`config.mk`:
```
export PLATFORM = sky130hd
export DESIGN_NAME = status_log
export DESIGN_NICKNAME = d
export VERILOG_FILES = /design/src/status_log_pkg.sv /design/src/status_log.sv
export SDC_FILE = /design/constraint.sdc
export NUM_CORES = 2
export LEC_CHECK = 0
export BUFFER_PORTS_ARGS = -buffer_cell sky130_fd_sc_hd__buf_2
export CAP_MARGIN = 30
export CORE_MARGIN = 3
export CORE_UTILIZATION = 29
export DETAILED_ROUTE_END_ITERATION = 10
export GPL_TIMING_DRIVEN = 1
export PLACE_DENSITY_LB_ADDON = 0.12
export SKIP_LAST_GASP = 1
export SLEW_MARGIN = 20
export SYNTH_ARGS = -nofsm -noshare
export SYNTH_HDL_FRONTEND = slang
export SYNTH_SLANG_ARGS = --single-unit
```
`constraint.sdc`:
```
create_clock -name pclk -period 3.4 [get_ports pclk]
set_input_delay 0.68 -clock pclk [delete_from_list [all_inputs] [get_ports pclk]]
set_output_delay 0.68 -clock pclk [all_outputs]
set_load 0.005 [all_outputs]
```
`src/status_log_pkg.sv`:
```
`default_nettype none
package status_log_pkg;
    // ************************************************************
    // geometry of the log
    // ************************************************************
    localparam int          LOG_DEPTH      = 20;
    localparam int          REGS_PER_ENTRY = 4;
    localparam logic [15:0] LOG_CAPACITY   = 16'h0014;
    localparam logic [4:0]  PTR_LAST       = 5'h13;
    localparam logic [4:0]  PTR_RESET      = 5'h13;

    // ************************************************************
    // action codes
    // ************************************************************
    localparam logic [15:0] ACT_POWER_ON   = 16'h0001;
    localparam logic [15:0] ACT_POWER_OFF  = 16'h0002;
    localparam logic [15:0] ACT_RUN        = 16'h0003;
    localparam logic [15:0] ACT_STOP       = 16'h0004;
    localparam logic [15:0] ACT_DEFAULTS   = 16'h0005;
    localparam logic [15:0] ACT_CLEAR      = 16'h0006;

    // ************************************************************
    // register word indexes, byte address is four times the index
    // ************************************************************
    localparam logic [9:0]  IDX_CAPACITY   = 10'h135;
    localparam logic [9:0]  IDX_POINTER    = 10'h136;
    localparam logic [9:0]  IDX_AREA_FIRST = 10'h137;
    localparam logic [9:0]  IDX_AREA_LAST  = 10'h186;
    localparam logic [9:0]  IDX_FLAGS      = 10'h190;
    localparam logic [9:0]  IDX_LOG_COUNT  = 10'h191;

    // ************************************************************
    // flag register bit positions
    // ************************************************************
    localparam int          FLAG_HIGH_BIT  = 0;
    localparam int          FLAG_LOW_BIT   = 1;
    localparam int          FLAG_FIRST_BIT = 2;
    localparam int          FLAG_INV_BIT   = 3;
    localparam int          FLAG_RUN_BIT   = 4;

    localparam logic [31:0] DATA_RESET     = 32'h0000_0000;
endpackage
`default_nettype wire

```
`src/status_log.sv`:
```
// The placing of the registers and the APB slave port were left to the implementer.
`timescale 1ns/1ps
`default_nettype none
// What this block does
// - holds twenty records, capacity reads twenty
// - each record is four 16-bit words
// - power on code 1, power loss 2
// - run entry code 3, run exit 4
// - restore defaults writes code 5
// - clear key writes code 6
// - pointer advances, marks newest record
// - pointer spans 0 to 19
// - timestamp packed after action code
// - year month day stored as BCD
// - hour minute second stored as BCD
// - always high flag reads one from the first enabled edge after reset
// - always low flag reads zero
// - first scan pulse high one scan
// - inverted first scan low in the first scan and while stopped
module status_log
    import status_log_pkg::*;
(
    input  wire logic        pclk,
    input  wire logic        presetn,
    input  wire logic        clk_en,
    input  wire logic        psel,
    input  wire logic        penable,
    input  wire logic        pwrite,
    input  wire logic [11:0] paddr,
    input  wire logic [31:0] pwdata,
    output logic             pready,
    output logic             pslverr,
    output logic      [31:0] prdata,
    input  wire logic        ev_power_on,
    input  wire logic        ev_power_loss,
    input  wire logic        ev_run_start,
    input  wire logic        ev_run_stop,
    input  wire logic        ev_defaults,
    input  wire logic        ev_clear_key,
    input  wire logic        scan_end,
    input  wire logic [7:0]  cal_year,
    input  wire logic [7:0]  cal_month,
    input  wire logic [7:0]  cal_day,
    input  wire logic [7:0]  cal_hour,
    input  wire logic [7:0]  cal_minute,
    input  wire logic [7:0]  cal_second,
    output logic             always_high_flag,
    output logic             always_low_flag,
    output logic             first_scan_pulse_flag,
    output logic             inverted_first_scan_flag,
    output logic             clear_latched_pulse
);
    typedef enum logic [1:0] {SCAN_IDLE, SCAN_FIRST, SCAN_LATER} scan_state_t;

    // ************************************************************
    // record storage and pointer
    // ************************************************************
    logic [15:0] action_r  [LOG_DEPTH];
    logic [15:0] ym_r      [LOG_DEPTH];
    logic [15:0] dh_r      [LOG_DEPTH];
    logic [15:0] ms_r      [LOG_DEPTH];
    logic [4:0]  ptr_r;
    logic [4:0]  ptr_nxt;
    logic [15:0] log_count_r;
    logic        ev_any;
    logic [15:0] ev_code;
    logic        running_r;
    scan_state_t scan_r;

    // one event per cycle; lower codes win when several coincide
    always_comb begin
        ev_any  = 1'b1;
        ev_code = ACT_POWER_ON;
        if (ev_power_on) begin
            ev_code = ACT_POWER_ON;
        end else if (ev_power_loss) begin
            ev_code = ACT_POWER_OFF;
        end else if (ev_run_start) begin
            ev_code = ACT_RUN;
        end else if (ev_run_stop) begin
            ev_code = ACT_STOP;
        end else if (ev_defaults) begin
            ev_code = ACT_DEFAULTS;
        end else if (ev_clear_key) begin
            ev_code = ACT_CLEAR;
        end else begin
            ev_any  = 1'b0;
        end
    end

    // advance, wrapping after the last slot
    always_comb begin
        if (ptr_r == PTR_LAST) begin
            ptr_nxt = 5'h00;
        end else begin
            ptr_nxt = ptr_r + 5'h01;
        end
    end

    // reset value points at the last slot so the first event lands in slot 0
    always_ff @(posedge pclk or negedge presetn) begin
        if (!presetn) begin
            ptr_r       <= PTR_RESET;
            log_count_r <= 16'h0000;
        end else if (clk_en && ev_any) begin
            ptr_r <= ptr_nxt;
            if (log_count_r != LOG_CAPACITY) begin
                log_count_r <= log_count_r + 16'h0001;
            end
        end
    end

    // one slot per record, written with the calendar at detection time
    genvar g;
    generate
        for (g = 0; g < LOG_DEPTH; g++) begin : g_slot
            always_ff @(posedge pclk or negedge presetn) begin
                if (!presetn) begin
                    action_r[g] <= 16'h0000;
                    ym_r[g]     <= 16'h0000;
                    dh_r[g]     <= 16'h0000;
                    ms_r[g]     <= 16'h0000;
                end else if (clk_en && ev_any && ptr_nxt == 5'(g)) begin
                    action_r[g] <= ev_code;
                    ym_r[g]     <= {cal_year, cal_month};
                    dh_r[g]     <= {cal_day, cal_hour};
                    ms_r[g]     <= {cal_minute, cal_second};
                end
            end
        end
    endgenerate

    // ************************************************************
    // operation flags
    // ************************************************************
    // scan tracker: first scan runs from run entry to the first scan_end
    always_ff @(posedge pclk or negedge presetn) begin
        if (!presetn) begin
            scan_r    <= SCAN_IDLE;
            running_r <= 1'b0;
        end else if (clk_en) begin
            if (ev_run_stop || ev_power_loss) begin
                running_r <= 1'b0;
            end else if (ev_run_start) begin
                running_r <= 1'b1;
            end
            case (scan_r)
                SCAN_IDLE: begin
                    if (ev_run_start && !ev_run_stop && !ev_power_loss) begin
                        scan_r <= SCAN_FIRST;
                    end
                end
                SCAN_FIRST: begin
                    if (ev_run_stop || ev_power_loss) begin
                        scan_r <= SCAN_IDLE;
                    end else if (scan_end) begin
                        scan_r <= SCAN_LATER;
                    end
                end
                SCAN_LATER: begin
                    if (ev_run_stop || ev_power_loss) begin
                        scan_r <= SCAN_IDLE;
                    end
                end
                default: begin
                    scan_r <= SCAN_IDLE;
                end
            endcase
        end
    end

    // flags registered from the tracker; first scan pulse spans one scan
    always_ff @(posedge pclk or negedge presetn) begin
        if (!presetn) begin
            always_high_flag         <= 1'b0;
            always_low_flag          <= 1'b0;
            first_scan_pulse_flag    <= 1'b0;
            inverted_first_scan_flag <= 1'b0;
            clear_latched_pulse      <= 1'b0;
        end else if (clk_en) begin
            always_high_flag         <= 1'b1;
            always_low_flag          <= 1'b0;
            first_scan_pulse_flag    <= (scan_r == SCAN_FIRST);
            inverted_first_scan_flag <= (scan_r == SCAN_LATER);
            clear_latched_pulse      <= ev_clear_key;
        end
    end

    // ************************************************************
    // apb slave, read only; one wait state
    // ************************************************************
    logic [9:0]  widx;
    logic [9:0]  roff;
    logic [4:0]  rslot;
    logic [31:0] rdata_nxt;
    logic        rerr_nxt;

    assign widx  = paddr[11:2];
    assign roff  = widx - IDX_AREA_FIRST;
    assign rslot = roff[6:2];

    // decode; writes are refused, unmapped words answer with an error
    always_comb begin
        rdata_nxt = DATA_RESET;
        rerr_nxt  = 1'b0;
        if (pwrite) begin
            rerr_nxt = 1'b1;
        end else if (widx == IDX_CAPACITY) begin
            rdata_nxt = {16'h0000, LOG_CAPACITY};
        end else if (widx == IDX_POINTER) begin
            rdata_nxt = {27'h000_0000, ptr_r};
        end else if (widx >= IDX_AREA_FIRST && widx <= IDX_AREA_LAST) begin
            case (roff[1:0])
                2'b00:   rdata_nxt = {16'h0000, action_r[rslot]};
                2'b01:   rdata_nxt = {16'h0000, ym_r[rslot]};
                2'b10:   rdata_nxt = {16'h0000, dh_r[rslot]};
                default: rdata_nxt = {16'h0000, ms_r[rslot]};
            endcase
        end else if (widx == IDX_FLAGS) begin
            rdata_nxt[FLAG_HIGH_BIT]  = always_high_flag;
            rdata_nxt[FLAG_LOW_BIT]   = always_low_flag;
            rdata_nxt[FLAG_FIRST_BIT] = first_scan_pulse_flag;
            rdata_nxt[FLAG_INV_BIT]   = inverted_first_scan_flag;
            rdata_nxt[FLAG_RUN_BIT]   = running_r;
        end else if (widx == IDX_LOG_COUNT) begin
            rdata_nxt = {16'h0000, log_count_r};
        end else begin
            rerr_nxt = 1'b1;
        end
    end

    // pready pulses in the second access cycle
    always_ff @(posedge pclk or negedge presetn) begin
        if (!presetn) begin
            pready  <= 1'b0;
            pslverr <= 1'b0;
            prdata  <= DATA_RESET;
        end else if (clk_en) begin
            if (psel && penable && !pready) begin
                pready  <= 1'b1;
                pslverr <= rerr_nxt;
                prdata  <= rdata_nxt;
            end else begin
                pready  <= 1'b0;
                pslverr <= 1'b0;
            end
        end
    end

    // ************************************************************
    // checks
    // ************************************************************
    // the pointer stays inside the twenty slots and names the newest record
    ptr_range_a: assert property (@(posedge pclk) disable iff (!presetn)
        ptr_r <= PTR_LAST)
        else $error("pointer out of range");
    ptr_wrap_a: assert property (@(posedge pclk) disable iff (!presetn)
        (clk_en && ev_any && ptr_r == PTR_LAST) |=> ptr_r == 5'h00)
        else $error("pointer did not wrap");
    ptr_step_a: assert property (@(posedge pclk) disable iff (!presetn)
        (clk_en && ev_any && ptr_r != PTR_LAST) |=> ptr_r == $past(ptr_r) + 5'h01)
        else $error("pointer did not advance");
    // a frozen enable or a quiet cycle must not move the pointer
    ptr_hold_a: assert property (@(posedge pclk) disable iff (!presetn)
        (!clk_en || !ev_any) |=> $stable(ptr_r))
        else $error("pointer moved without event");
    // the fill count saturates at the capacity
    count_cap_a: assert property (@(posedge pclk) disable iff (!presetn)
        log_count_r <= LOG_CAPACITY)
        else $error("fill count above capacity");

    // ************************************************************
    // action codes
    // ************************************************************
    // priority is rebuilt from the event pins, except the clear check, which uses the encoder
    power_code_a: assert property (@(posedge pclk) disable iff (!presetn)
        (clk_en && ev_power_on) |=> action_r[ptr_r] == ACT_POWER_ON)
        else $error("power on code wrong");
    loss_code_a: assert property (@(posedge pclk) disable iff (!presetn)
        (clk_en && ev_power_loss && !ev_power_on) |=> action_r[ptr_r] == ACT_POWER_OFF)
        else $error("power loss code wrong");
    run_code_a: assert property (@(posedge pclk) disable iff (!presetn)
        (clk_en && ev_run_start && !ev_power_on && !ev_power_loss)
        |=> action_r[ptr_r] == ACT_RUN)
        else $error("run code wrong");
    stop_code_a: assert property (@(posedge pclk) disable iff (!presetn)
        (clk_en && ev_run_stop && !ev_power_on && !ev_power_loss && !ev_run_start)
        |=> action_r[ptr_r] == ACT_STOP)
        else $error("stop code wrong");
    defaults_code_a: assert property (@(posedge pclk) disable iff (!presetn)
        (clk_en && ev_defaults && !ev_power_on && !ev_power_loss && !ev_run_start
            && !ev_run_stop) |=> action_r[ptr_r] == ACT_DEFAULTS)
        else $error("defaults code wrong");
    clear_code_a: assert property (@(posedge pclk) disable iff (!presetn)
        (clk_en && ev_any && ev_code == ACT_CLEAR)
        |=> action_r[ptr_r] == ACT_CLEAR)
        else $error("clear code wrong");
    // the erase strobe follows the key even when a lower code wins the slot
    clear_pulse_a: assert property (@(posedge pclk) disable iff (!presetn)
        clk_en |=> clear_latched_pulse == $past(ev_clear_key))
        else $error("clear pulse wrong");

    // ************************************************************
    // timestamps
    // ************************************************************
    // the calendar is taken in the event cycle, not one later
    stamp_date_a: assert property (@(posedge pclk) disable iff (!presetn)
        (clk_en && ev_any) |=> ym_r[ptr_r] == {$past(cal_year), $past(cal_month)}
            && dh_r[ptr_r] == {$past(cal_day), $past(cal_hour)})
        else $error("date not captured");
    stamp_keep_a: assert property (@(posedge pclk) disable iff (!presetn)
        (clk_en && ev_any) |=> ms_r[ptr_r] == {$past(cal_minute), $past(cal_second)})
        else $error("timestamp not captured");

    // ************************************************************
    // operation flags and fill count
    // ************************************************************
    // constants settle one enabled edge after reset, so skip that edge
    const_flags_a: assert property (@(posedge pclk) disable iff (!presetn)
        ($past(presetn) && $past(clk_en)) |-> always_high_flag && !always_low_flag)
        else $error("constant flags wrong");
    count_step_a: assert property (@(posedge pclk) disable iff (!presetn)
        (clk_en && ev_any && log_count_r != LOG_CAPACITY)
        |=> log_count_r == $past(log_count_r) + 16'h0001)
        else $error("fill count did not step");
    first_scan_a: assert property (@(posedge pclk) disable iff (!presetn)
        !(first_scan_pulse_flag && inverted_first_scan_flag))
        else $error("scan flags overlap");
    scan_start_a: assert property (@(posedge pclk) disable iff (!presetn)
        (clk_en && scan_r == SCAN_IDLE && ev_run_start && !ev_run_stop && !ev_power_loss)
        ##1 clk_en |=> first_scan_pulse_flag)
        else $error("first scan missing");
    // one scan later the pulse ends and the inverted flag rises
    scan_later_a: assert property (@(posedge pclk) disable iff (!presetn)
        (clk_en && scan_r == SCAN_FIRST && scan_end && !ev_run_stop && !ev_power_loss)
        ##1 clk_en |=> inverted_first_scan_flag && !first_scan_pulse_flag)
        else $error("first scan did not end");
    scan_stop_a: assert property (@(posedge pclk) disable iff (!presetn)
        (clk_en && (ev_run_stop || ev_power_loss)) ##1 clk_en
        |=> !first_scan_pulse_flag && !inverted_first_scan_flag)
        else $error("scan flags not cleared");

    // ************************************************************
    // register bus
    // ************************************************************
    // every access made while clk_en is high is answered after exactly one wait state
    apb_ready_a: assert property (@(posedge pclk) disable iff (!presetn)
        (clk_en && psel && penable && !pready) |=> pready)
        else $error("apb answer late");
    // the answer stands one cycle so a slow master is not answered twice
    apb_pulse_a: assert property (@(posedge pclk) disable iff (!presetn)
        (clk_en && pready) |=> !pready)
        else $error("apb answer held");
    write_err_a: assert property (@(posedge pclk) disable iff (!presetn)
        (clk_en && psel && penable && !pready && pwrite) |=> pready && pslverr)
        else $error("write not refused");
    // a frozen enable holds the scan state, pready and the fill count
    freeze_hold_a: assert property (@(posedge pclk) disable iff (!presetn)
        !clk_en |=> $stable(scan_r) && $stable(pready) && $stable(log_count_r))
        else $error("state moved while frozen");

    // ************************************************************
    // scenarios worth seeing
    // ************************************************************
    power_on_c: cover property (@(posedge pclk) disable iff (!presetn)
        clk_en && ev_power_on);
    wrap_c: cover property (@(posedge pclk) disable iff (!presetn)
        clk_en && ev_any && ptr_r == PTR_LAST);
    first_scan_c: cover property (@(posedge pclk) disable iff (!presetn)
        $fell(first_scan_pulse_flag) && inverted_first_scan_flag);
    clear_shared_c: cover property (@(posedge pclk) disable iff (!presetn)
        clk_en && ev_clear_key && ev_power_on);
    apb_error_c: cover property (@(posedge pclk) disable iff (!presetn)
        pready && pslverr);
endmodule
`default_nettype wire

```
Word level (Yosys, flattened, before mapping):

Index checks and enable logic that the tools add are counted.

* register bits: 1342
* output and inout bits: 39
* input port bits: 105
* logic and storage cells: 216

* eq/ne operators: 32
* bitwise gates (word level): 1
* reduce and logical (&&, ||, !) cells: 38
* muxes and demuxes: 48
* add/sub/neg operators: 3
* magnitude comparators: 3

Operators by type and width (number)
* $bmux 16 s5: 4
* $mux 16: 13
* $mux 32: 4
* $pmux 16 s3: 1
* $eq 10x9->1 const B: 4
* $eq 5x4->1 const B: 8
* $mux 27: 1
* $logic_and 1x1->1: 26
* $eq 5x5->1 const B: 5
* $eq 5x3->1 const B: 4
* $add 16x1->16 const B: 1
* $mux 1: 16
* $ne 16x5->1 const B: 1
* $eq 5x2->1 const B: 2
* $ge 10x9->1 const B: 1
* $le 10x9->1 const B: 1
* $mux 5: 2
* $mux 2: 4
* $sub 7x6->7 const B: 1
* $ge 6x6->1 const B: 1
* $mux 3: 2
* $not 5->6: 1
* $pmux 2 s3: 1
* $reduce_and 2->1: 3
* other kinds (12): 18

Longest topological paths before layout:

* depth after elaboration: 10
* mapped depth: 13
* mapped depth without buffers: 8

Worst setup path before layout:

OpenSTA, ideal clock, no wires.

* kind: input-to-reg
* from: input port paddr[4]
* to: register prdata[13]
* setup time: 131 ps
* data arrival time: 2507 ps
* stages on the path: 9
* path buffers: 2
* slack: 762 ps
* data required time: 3269 ps
* cells stage by stage: buf_2 -> a31oi_4 -> xnor2_1 -> clkbuf_1 -> mux4_2 -> a21oi_1 -> nor2_1 -> o41ai_1 -> nand2_1

* longest elaborated chain between the ends: 10
* elaborated cells between the ends (all ways): 28
* classes of those cells: add/sub: 1; order compare: 2; eq/ne: 4; mux: 19; bitwise: 1; reduce/logical: 1

Ends and longest elaborated chain
* from (decl): line status_log.sv:29 `input wire logic [11:0] paddr,`
* $sub 7x6->7: line status_log.sv:199 `assign roff = widx - IDX_AREA_FIRST;`
* $not 5->6 (not written as such)
* $bmux 16 s5 (on tied branches)
* $mux 16 (on tied branches) (2 in a row)
* $pmux 16 s3: line status_log.sv:213 `case (roff[1:0])`
* $mux 32: line status_log.sv:212 `end else if (widx >= IDX_AREA_FIRST && widx <= IDX_AREA_LAST) begin`
* $mux 32: line status_log.sv:210 `end else if (widx == IDX_POINTER) begin`
* $mux 32 *: line status_log.sv:208 `end else if (widx == IDX_CAPACITY) begin`
* $mux 32 *: line status_log.sv:206 `if (pwrite) begin`
* to (signal assigned): line status_log.sv:242 `prdata <= rdata_nxt;`
* to (decl): line status_log.sv:33 `output logic [31:0] prdata,`

Mark *: on every way between the ends. The rest lies on a longest branch, timed or not. The select of a mux whose other input is x is not followed.
A chain may end at the register's enable or synchronous reset.

Final worst setup path:

* from: register ptr_r[0]
* to: register ms_r[70] in the netlist's numbering

* longest elaborated chain between the ends: 4
* elaborated cells between the ends (all ways): 5
* classes of those cells: add/sub: 1; eq/ne: 2; mux: 1; reduce/logical: 1

Ends and longest elaborated chain
* from (decl): line status_log.sv:62 `logic [4:0] ptr_r;`
* from (signal assigned): line status_log.sv:106 `ptr_r <= ptr_nxt;`
* $add 5x1->5 or $eq 5x5->1 (tied branches): line status_log.sv:96, status_log.sv:93
* $mux 5 *: line status_log.sv:93 `if (ptr_r == PTR_LAST) begin`
* $eq 5x4->1 *: line status_log.sv:123 `end else if (clk_en && ev_any && ptr_nxt == 5'(g)) begin`
* $logic_and 1x1->1 *: line status_log.sv:123
* to (signal, indexed assignment): line status_log.sv:127 `ms_r[g] <= {cal_minute, cal_second};`
* to (decl): line status_log.sv:61 `logic [15:0] ms_r [LOG_DEPTH];`

Mark *: on every way between the ends. The rest lies on a longest branch, timed or not.

==> metrics.txt <==
run status=complete, no violations; maximum vdd ir drop=0.000383 V; hold_ws=0.221 ns; final instance area=0.0625 sq mm; initial DRC count=between 2000 and 3000; leading area contributor after synthesis=dfrtp_1; Async SR Flop Fraction=1.00; period utilization=0.860; met1 usage=0.283; Vias/cell=5.25; clk buf depth=3; Synth Area in Simple Gates=0.0853; power per cell area=~760 mW/mm^2; DPL Wire Length=between 100000 and 150000 um; Main synth FF type=dfrtp_1; Placed Instances=roughly 7000; Worst Setup SP=ptr_r[0]; fin crit period=2.92 ns; Post-CTS Hold Fix Bufs=1; yosys warns=0; first-pass GRT wire length=276000 um; synth unique cells=81; Avg Cell Area, Syn=11.7 sq um; TritonCTS sink count=between 1000 and 1500; mapped cell area=0.0523 sq mm; most area-consuming cells after synthesis=dfrtp_1 (51%), mux2_2 (22%), mux2i_1 (3.7%), nand2_1 (2.7%), buf_2 (2.0%); slowest CP cell=dfstp_2; Crit path largest cell delay=0.67 ns; clock-pin transition on the worst setup and hold timing paths=0.06 ns; setup repair after global routing missed its margin=false; arrival time of the worst setup path=3.55 ns; share of cells above drive strength 1=0.372; 1st-pass router iterations=5; commonest non-fill, non-tap cell in the layout=dfrtp_1; fmax=0.342 GHz; Initial Util=0.293; H-tree depth=4; max cap viols=0; die width=roughly 430 um; main combinational cell family by area after synthesis=multiplexers; Worst Skew=0.0377 ns; CTS Root Cell=clkbuf_16; vias=around 37000; max_slew headroom=0.346; fin nets=around 4700; GR peak layer=met2; Hold Crit Depth=2; Placer Congestion=0.878; largest net degree at the start of global routing=114; die area=0.186 sq mm; initial antenna violation count=19; top-area cell type share of the netlist area=0.508; Synth Area in Adders=0.00167; met3 Use GR=0.0252; Resized cells post-CTS=0; Post-synth EDFFs=0; total length of routed wires=189000 um; setup TNS=0 ns; M2 GR Usage=0.329; RR Endpoint=ms_r[70]; Seq pwr share=0.442; HP Start=ev_clear_key; Core Box Area=roughly 0.18 sq mm; post-synthesis xor/xnor area fraction=0.00581; worst skew pair latency=0.78 ns; net switching power=between 10 and 15 mW; Routed Antenna Nets=0; #FFs+latches synth=1066; reg2reg setup slack=0.48 ns; clock share of power=0.303; die height=about 430 um; Area Growth Syn to Fin=19.5%; Post-Layout Cell Count=approximately 7100; TritonCTS clock tree=done; Logic pwr share=0.254; Pleak=28.0 nW; final setup vio count=0; Global Route Usage Sum=0.203; drt drc=0; number of global-route vias before repair=37238; CTS Buf Count=133; Crit Path Category=register to register; mux share of post-synthesis cell area=0.263; Hold Path End=clear_latched_pulse; IO buf count=about 90; Hold WC Path Type=input pin to register; Synth Area in Compound Gates=0.0917; critical path, cell by cell=nand2_1 -> xor2_1 -> nor2_1 -> a22oi_1 -> nor3_1 -> buf_2 -> nand2_4 -> buf_12 -> mux2_2; reg2reg path depth=9; Congestion Overflow GR=0; row cnt=155; # IOs=144; switch share=0.297; startpoint class of the critical path=register; worst slew pin tran=0.980 ns; WL/cell=about 27 um; Final Hold Viols=0; Cells after Synth=4472; Post-DP Area=slightly below 0.06 sq mm; postcts setup bufs=0; Pint=approximately 33 mW; max-slew violations=0; register area share after synthesis=0.510; commonest cells after routing, fill and taps aside=dfrtp_1 (1063), mux2_2 (999), nand2_1 (359); crit end category=register; Worst Path Required=about 4.0 ns; CP max FO=22; reg2reg start=ptr_r[0]
[through the flow]
stage               worst slack (ns)  utilization  total power, mW
finish                         0.478        0.350             47.5
global route                   0.329        0.350             50.4
CTS                            0.482        0.350             48.2
detailed placement           -0.0282        0.325             33.4
global placement             -0.0186        0.325             33.0
floorplan                      0.762            -             29.2
[logic make-up (layout without fill, tap and decap cells)]
logic type / count (synthesis) / count (layout)
AOI/OAI and AO/OA: 743 / 743
and+or+nand+nor: 940 / 940
xor gates and xnor gates: 27 / 27
DFF: 1066 / 1066
muxes: 1219 / 1219
buffers and inverters: 469 / 711
adders and majority gates: 7 / 7
other: 1 / 21
[cell type report]
cell class                 count  area (sq um)
fill                       17727        116000
clock buffer                 186          3790
timing repair buffer         463          4640
tap                         2355          2950
clock inverter                47           631
antenna                        4          10.0
multi-input combinational   2953         23800
inverter                      15          56.3
sequential                  1066         26700
[cells in the mapped netlist (all sizes together), types with 4 or more instances]
master,instances
ha,7
and3,16
nand3b,28
a211o,6
o21ai,167
dfrtp,1063
nor4,8
xnor2,21
or4,4
nand3,84
mux4,26
or2,4
o211ai,23
o311ai,26
o221ai,4
nand2b,5
nor3b,19
and4,11
o2111ai,25
nand2,380
nor2b,15
clkbuf,181
mux2,999
nor2,145
a2111oi,6
xor2,6
o31ai,11
a21oi,177
o22ai,62
nor3,159
a211oi,92
nand4,32
a31oi,45
mux2i,194
a22oi,36
a32oi,15
a221oi,20
inv,15
nand4b,11
buf,273
and2,12
[critical path, delay by kind of cell (launching register included)]
family,cells,cell delay (ns)
buf+inv,2,0.56
xor+xnor,1,0.19
compound gates,1,0.07
flops,1,0.67
simple gates,4,0.94
mux,1,0.30
[layer usage]
metal	routed length [um]	vias up
li1	-	16637
met1	88700	19621
met3	6550	236
met5	13	-
met4	5270	2
met2	89000	750
[registers in the layout (all words and copies together), names as in the netlist, 2 cells and up]
name,cells
ym_r,320
ms_r,320
scan_r,2
log_count_r,16
dh_r,320
ptr_r,5
prdata,16
action_r,60
[power by group through the flow]
stage	Sequential, mW	Combinational [mW]	Clock, mW
2_1_floorplan	20.3	8.90	0
3_3_place_gp	21.0	12.0	0
3_5_place_dp	21.2	12.2	0
4_1_cts	21.0	12.2	14.9
5_1_grt	21.7	13.3	15.4
6_report	21.0	12.1	14.4
[worst max-delay path by stage]
stage          slack, ns    endpoint
2_1_floorplan       0.76  prdata[13]
3_3_place_gp       -0.02  prdata[13]
3_5_place_dp       -0.03   prdata[2]
4_1_cts             0.48    ms_r[70]
5_1_grt             0.33    ms_r[70]
6_report            0.48    ms_r[70]
Note: power is estimated with default switching activity, not from simulation.
